`src/verilog/smm_pkg.sv`:
```
// Shared types and constants for the monitor/scratch register slice
package smm_pkg;

    // Command control codes in bits 15-14
    localparam logic [1:0] CTRL_READ  = 2'b00;
    localparam logic [1:0] CTRL_WRITE = 2'b01;

    // Register addresses in bits 13-9
    localparam logic [4:0] ADDR_MONITOR   = 5'h00;
    localparam logic [4:0] ADDR_SCRATCH_A = 5'h01;
    localparam logic [4:0] ADDR_SCRATCH_D = 5'h04;
    localparam int         SCRATCH_COUNT  = 4;

    // Monitor control register fields
    localparam int SRC_SEL_MSB  = 7;
    localparam int SRC_SEL_LSB  = 5;
    localparam int RES_EN_BIT   = 4;
    localparam int IO_ATTEN_BIT = 3;
    localparam int RSV_MSB      = 2;

    // Read-back request: bit 7 of the payload must be clear
    localparam int READ_SUB_BIT = 7;

    // Monitor source codes
    localparam logic [2:0] SRC_OFF       = 3'h0;
    localparam logic [2:0] SRC_REG_CUR   = 3'h1;
    localparam logic [2:0] SRC_VREF      = 3'h2;
    localparam logic [2:0] SRC_TEMP      = 3'h3;
    localparam logic [2:0] SRC_IO0       = 3'h4;
    localparam logic [2:0] SRC_IO1       = 3'h5;
    localparam logic [2:0] SRC_SUPPLY    = 3'h6;
    localparam logic [2:0] SRC_SENSE_PIN = 3'h7;

    // Values after reset
    localparam logic [7:0] MONITOR_RESET = 8'h00;
    localparam logic [7:0] SCRATCH_RESET = 8'h00;
    localparam logic [7:0] STATUS_BYTE   = 8'h00;

    typedef struct packed {
        logic [1:0] ctrl;
        logic [4:0] addr;
        logic       parity;
        logic [7:0] data;
    } smm_cmd_s;

    typedef struct packed {
        logic [7:0] status;
        logic [7:0] data;
    } smm_resp_s;

endpackage

```
`src/verilog/smm_cmd_decode.sv`:
```
// Command frame decoder with optional parity check
`timescale 1ns/10ps
`default_nettype none

module smm_cmd_decode (
    input  wire smm_pkg::smm_cmd_s cmd,
    input  wire logic              parity_en,
    output logic                   is_write,
    output logic                   is_read,
    output logic                   parity_ok
);
    import smm_pkg::*;

    wire logic odd_total;

    // RULE3 odd parity total
    assign odd_total = ^{cmd.ctrl, cmd.addr, cmd.parity, cmd.data};

    // RULE1 parity optional
    assign parity_ok = !parity_en || odd_total;

    // RULE4 write frame code
    assign is_write = (cmd.ctrl == CTRL_WRITE);

    // RULE11 read-back frame
    assign is_read = (cmd.ctrl == CTRL_READ) && cmd.parity && !cmd.data[READ_SUB_BIT];

endmodule // smm_cmd_decode

`default_nettype wire

```
`src/verilog/smm_regs.sv`:
```
// Monitor control and scratch register slice reached by command frames
// How it works
// RULE1 - Parity checking of commands is on only when the enable input is high.
// RULE2 - With parity checking off, the master sends bit 8 as zero.
// RULE3 - Write parity makes ones in bits 15-9, 7-0 plus bit 8 odd.
// RULE4 - Write frame: code 01, address 13-9, parity 8, data 7-0.
// RULE5 - Monitor register top three bits choose the monitor source; 000 turns it off.
// RULE6 - Monitor bit 4 connects the internal sense resistor to the monitor node.
// RULE7 - Monitor bit 3 picks attenuation, used only for sources 100 and 101.
// RULE8 - Monitor register clears on reset, supply regulator off, or outside Normal.
// RULE9 - With supply regulator off, monitor accesses are ignored and bits forced zero.
// RULE10 - Four byte scratch registers at addresses 1 to 4, zero after reset.
// RULE11 - Read-back uses code 00, bit 8 set, bit 7 clear; data returns low.
// RULE12 - Monitor bits 2 to 0 always read as zero.
`timescale 1ns/10ps
`default_nettype none

module smm_regs #(
    parameter int DATA_W = 8
) (
    input  wire  logic              CORE_CLK,
    input  wire  logic              RSTN,
    input  wire  logic              CE,
    input  wire  logic              CMD_VALID,
    input  wire  smm_pkg::smm_cmd_s CMD,
    input  wire  logic              PARITY_EN,
    input  wire  logic              CAN_REG_ON,
    input  wire  logic              NORMAL_MODE,
    output logic                    RESP_VALID,
    output smm_pkg::smm_resp_s      RESP,
    output logic                    PARITY_ERR,
    output logic [2:0]              MON_SRC_SEL,
    output logic                    MON_RES_EN,
    output logic                    MON_IO_ATTEN
);
    import smm_pkg::*;

    logic [DATA_W-1:0] mon_reg;
    logic [DATA_W-1:0] mon_next;
    logic [DATA_W-1:0] scratch_reg [SCRATCH_COUNT];
    logic              io_att_reg;
    logic              io_att_next;
    logic              resp_valid_reg;
    smm_resp_s         resp_reg;
    logic              par_err_reg;

    wire logic              is_write;
    wire logic              is_read;
    wire logic              parity_ok;
    wire logic              take;
    wire logic              wr_ok;
    wire logic              mon_hit;
    wire logic              scr_hit;
    wire logic [1:0]        scr_idx;
    wire logic              mon_allowed;
    wire logic              mon_wr;
    wire logic              rd_ok;
    wire logic [DATA_W-1:0] rd_data;
    wire logic [2:0]        next_src;

    smm_cmd_decode u_dec (
        .cmd       (CMD),
        .parity_en (PARITY_EN),
        .is_write  (is_write),
        .is_read   (is_read),
        .parity_ok (parity_ok)
    );

    assign take    = CE && CMD_VALID;
    assign wr_ok   = take && is_write && parity_ok;
    assign mon_hit = (CMD.addr == ADDR_MONITOR);
    assign scr_hit = (CMD.addr >= ADDR_SCRATCH_A) && (CMD.addr <= ADDR_SCRATCH_D);
    assign scr_idx = 2'(CMD.addr - ADDR_SCRATCH_A);

    // RULE8 clear outside Normal
    assign mon_allowed = CAN_REG_ON && NORMAL_MODE;
    assign mon_wr      = wr_ok && mon_hit;

    // RULE9 forced zero when off
    // RULE12 reserved bits stored zero
    assign mon_next = !mon_allowed ? MONITOR_RESET :
                      mon_wr ? {CMD.data[DATA_W-1:RSV_MSB+1], (RSV_MSB+1)'(0)} : mon_reg;

    // RULE7 attenuation only for I/O sources
    assign next_src    = mon_next[SRC_SEL_MSB:SRC_SEL_LSB];
    assign io_att_next = mon_next[IO_ATTEN_BIT] && (next_src == SRC_IO0 || next_src == SRC_IO1);

    // RULE9 monitor read ignored when off
    assign rd_ok   = take && is_read && ((mon_hit && CAN_REG_ON) || scr_hit);
    assign rd_data = mon_hit ? mon_reg : scratch_reg[scr_idx];

    // RULE5 monitor register update
    always_ff @(posedge CORE_CLK or negedge RSTN) begin
        if (!RSTN) begin
            mon_reg    <= MONITOR_RESET;
            io_att_reg <= 1'b0;
        end else if (CE) begin
            mon_reg    <= mon_next;
            io_att_reg <= io_att_next;
        end
    end

    // RULE10 scratch storage
    for (genvar i = 0; i < SCRATCH_COUNT; i++) begin : g_scr
        always_ff @(posedge CORE_CLK or negedge RSTN) begin
            if (!RSTN) begin
                scratch_reg[i] <= SCRATCH_RESET;
            end else if (wr_ok && scr_hit && scr_idx == 2'(i)) begin
                scratch_reg[i] <= CMD.data;
            end
        end
    end

    // RULE11 read-back answer
    always_ff @(posedge CORE_CLK or negedge RSTN) begin
        if (!RSTN) begin
            resp_valid_reg <= 1'b0;
            resp_reg       <= '0;
            par_err_reg    <= 1'b0;
        end else if (CE) begin
            resp_valid_reg <= rd_ok;
            if (rd_ok) begin
                resp_reg <= '{status: STATUS_BYTE, data: rd_data};
            end
            // RULE3 bad parity flagged
            par_err_reg <= take && is_write && !parity_ok;
        end
    end

    assign RESP_VALID   = resp_valid_reg;
    assign RESP         = resp_reg;
    assign PARITY_ERR   = par_err_reg;
    assign MON_SRC_SEL  = mon_reg[SRC_SEL_MSB:SRC_SEL_LSB];
    // RULE6 internal resistor enable
    assign MON_RES_EN   = mon_reg[RES_EN_BIT];
    assign MON_IO_ATTEN = io_att_reg;
endmodule // smm_regs

`default_nettype wire
```
`config.mk`:
```
export PLATFORM = sky130hd
export DESIGN_NAME = smm_regs
export DESIGN_NICKNAME = d
export VERILOG_FILES = /design/src/verilog/smm_pkg.sv /design/src/verilog/smm_cmd_decode.sv /design/src/verilog/smm_regs.sv
export SDC_FILE = /design/constraint.sdc
export NUM_CORES = 1
export LEC_CHECK = 0
export ABC_AREA = 1
export BUFFER_PORTS_ARGS = -buffer_cell sky130_fd_sc_hd__buf_2
export CAP_MARGIN = 10
export CELL_PAD_IN_SITES_DETAIL_PLACEMENT = 2
export CELL_PAD_IN_SITES_GLOBAL_PLACEMENT = 2
export CORE_UTILIZATION = 30
export CTS_CLUSTER_DIAMETER = 50
export DETAILED_ROUTE_END_ITERATION = 16
export GPL_TIMING_DRIVEN = 0
export HOLD_SLACK_MARGIN = 0.03
export PLACE_DENSITY = 0.85
export SETUP_SLACK_MARGIN = 0.05
export SKIP_LAST_GASP = 1
export SYNTH_ARGS = -nofsm -noshare
export SYNTH_HDL_FRONTEND = slang
export SYNTH_SLANG_ARGS = --single-unit
```
`constraint.sdc`:
```
create_clock -name CORE_CLK -period 0.9 [get_ports CORE_CLK]
set_input_delay 0.135 -clock CORE_CLK [delete_from_list [all_inputs] [get_ports CORE_CLK]]
set_output_delay 0.135 -clock CORE_CLK [all_outputs]
set_load 0.05 [all_outputs]
```
==> metrics <==
Initial DRT Pass Iterations 4; fillers between 900 and 1,000; highest routed layer met4; Leak Pwr between 2 and 2.5 nW; ANT nets after route 0; Comb power frac between 20 and 30%; clock power share 34.3%; largest family of logic cells by synthesized area simple AND/OR/NAND/NOR gates; die area ~10,000 um2; gr usage total between 20 and 30%; first-pass GRT wire length ~20 mm; FF-to-FF Start scratch_reg[15]$_DFFE_PN0P_; initial antenna violation count 0; WL/cell ~22 um; most common cell in the synthesized netlist nand2_1; Synth area leaders dfrtp_1 (42%), nand2_1 (13%), inv_1 (5.3%); synthesized instance count 358; DR vias roughly 3,000; Final Hold Fails 14; ys flop type dfrtp_1; num rows 35; Clock Skew 0.01475 ns; share of post-route cells with drive strength above 1 a little under half; H-tree depth 2; clock sink total between 40 and 50; register area share after synthesis between 40% and 50%; HPWL after DPL between 6 and 7 mm; number of synthesis warnings 0; worst-path fanout max 7; Reg power frac 38.0%; Post-CTS Hold Buffers 0; Clk Latency, worst-skew pair 0.33 ns; WL final about 13 mm; area share of the leading cell type in the synthesized netlist about two fifths; Fmax ~560 MHz; Simple-Gate Fraction of Synth Area 24.95%; count of unique library cells instantiated by Yosys 33; placed instance count about 530; total negative slack -39.81 ns; worst endpoint required time between 1 and 1.5 ns; Setup WS pre-CTS -1.602 ns; DRC 0; Compound-Gate Fraction of Synth Area about 17%; Nets 501; post-synthesis xor/xnor area fraction less than 1%; Core Util, Final between 50% and 60%; post-synth top area cell dfrtp_1; M1 WL 5.107 mm; max reg flops 32; Tightest Hold Check Type primary input to asynchronous set/reset pin; min cycle time layout ~1.8 ns; RSZ-0062 raised after global routing true; Slew headroom around 59%; asr flop ratio synth 100.0%; Pwr Total between 6 and 7 mW; Worst setup SP type primary input; GRT Residual Overflow 0; peak supply drop a little over 0.0008 V; clock tree root buffer cell clkbuf_8; Starting DRT DRC Count just over 100; total of max-cap violations 0; mux cell area share after synthesis 0%; max-slew violations 0; Antenna Cells 0; core area between 9000 and 10,000 um2; met2 routed WL about 7.2 mm; final setup fails between 60 and 70; critical path startpoint CMD[7]; placed cell area between 3000 and 4000 um2; fin area roughly 4700 um2; actual slew at the worst max-slew pin about 0.6 ns; failing checks hold timing, setup timing; vias in the first global route 3,451; WHS -0.2930 ns; final setup margin -0.8895 ns; Port Buffers 37; Post-synth top cells nand2_1 (103), dfrtp_1 (48), inv_1 (41); total power divided by cell area 1410 nW/um2; largest net degree at the start of global routing between 40 and 50; post-route insts no fill roughly 600; initial core utilization between 30% and 40%; DR vias/cell about 5.0; switch share a little under a third; Final period util 198.8%; Net Switching 2.083 mW; TritonCTS clock tree yes; arrival time worst endpoint ~2.0 ns; #FFs+latches synth 48; I/O pin cnt between 40 and 50; Worst R2R Path Depth 4; Area Overhead vs Synth 60.87%; gp weighted congestion ~0.74; Reg area ~1200 um2; status complete, but fails checks; Crit Path Class primary input to register; clock tree buffer depth 2; crit path capture type register; Synth Area in Adders 4.323%; clock buffers created by TritonCTS 5; Clock Pin Slew Worst Setup and Hold Paths 0.10 ns; number of flops mapped to enable cells by yosys 0; Avg Cell Area, Syn a little over 8 um2; P_int ~4.5 mW; met3 WL roughly 480 um; area of the multi-input gates around 1700 um2; Die Span X ~100 um; mapped cell area a little under 3000 um2; height of the chip about 100 um
==> cell type report <==
cell class | instances | share of cell area [%]
plain buffers | 20 | 5.026
multi-input cells | 250 | 37.57
clock buffers | 5 | 1.478
flip-flops and latches | 48 | 25.80
well taps | 129 | 3.467
inverters | 48 | 4.757
clock inverters | 3 | 1.935
repair buffers | 95 | 19.97
==> cell families (layout without fill, tap and decap cells) <==
logic type	Yosys count	after routing
simple gates	152	153
compound gates	78	78
flops	48	48
xor+xnor	1	1
fa+ha+maj	10	10
other cells	1	8
buf+inv	68	171
==> cells in the final DEF, fill, tap and decap left out, drive strengths merged <==
cell type  netlist  routed
o21ai           45      45
o211ai           4       4
ha              10      10
nand2          110     111
nand4            2       2
o21a            16      16
xnor2            1       1
nand3b           1       1
inv             48      47
clkbuf           4      14
dfrtp           48      48
a21oi            1       1
nand3           13      13
a21o             1       1
bufinv           0       3
nor2            26      26
o221ai           5       5
buf             16     106
a21boi           1       1
o22ai            2       2
a31oi            2       2
clkinvlp         0       1
conb             1       8
o31ai            1       1
==> path summary, 6_finish.rpt <==
kind	to	slack, ns
max	MON_IO_ATTEN$_DFFE_PN0P_	-0.89
min	scratch_reg[1]$_DFFE_PN0P_	-0.29
max reg2reg	RESP[7]$_DFFE_PN0P_	-0.40
min reg2reg	scratch_reg[20]$_DFFE_PN0P_	0.51
max in group asynchronous	scratch_reg[30]$_DFFE_PN0P_	0.66
min in group CORE_CLK	mon_reg[3]$_DFFE_PN0P_	0.07
==> power by group through the flow <==
stage,sequential [mW],clock (mW),combinational (mW)
floorplan,2.58,0,0.746
global placement,2.49,0,1.15
detailed placement,2.51,0,1.22
CTS,2.47,2.23,1.56
global route,2.51,2.33,1.94
finish,2.50,2.25,1.82
==> critical path: stages <==
cell and delay, ns:
clkbuf_4 0.19, inv_4 0.12, nand2_1 0.07, nand2_1 0.13
nand2_1 0.10, nand2_2 0.09, nand3_2 0.09, nand2_1 0.10
nand2_2 0.07, nand3_4 0.10, buf_6 0.11, nand3_2 0.17
nand2_1 0.12, inv_1 0.08, nor2_1 0.17, nand2_1 0.08
nand2_1 0.11
==> repair_timing <==
| action | 4_1_cts | 5_1_grt |
|---|---|---|
| hold endpoints to repair | 0 | 14 |
| setup endpoints to repair | 63 | 63 |
| gates resized for setup | 118 | 50 |
| pin swaps | 15 | 17 |
| gates cloned | 5 | 0 |
| buffers inserted | 43 | 13 |
==> routing by layer <==
| metal | track usage (%) | vias to the layer above |
|---|---|---|
| met5 | 0 | - |
| met4 | 12.37 | 0 |
| met3 | 4.318 | 36 |
| met2 | 49.16 | 75 |
| met1 | 30.82 | 1544 |
| li1 | - | 1353 |
Power figures use the tool's default switching activity.
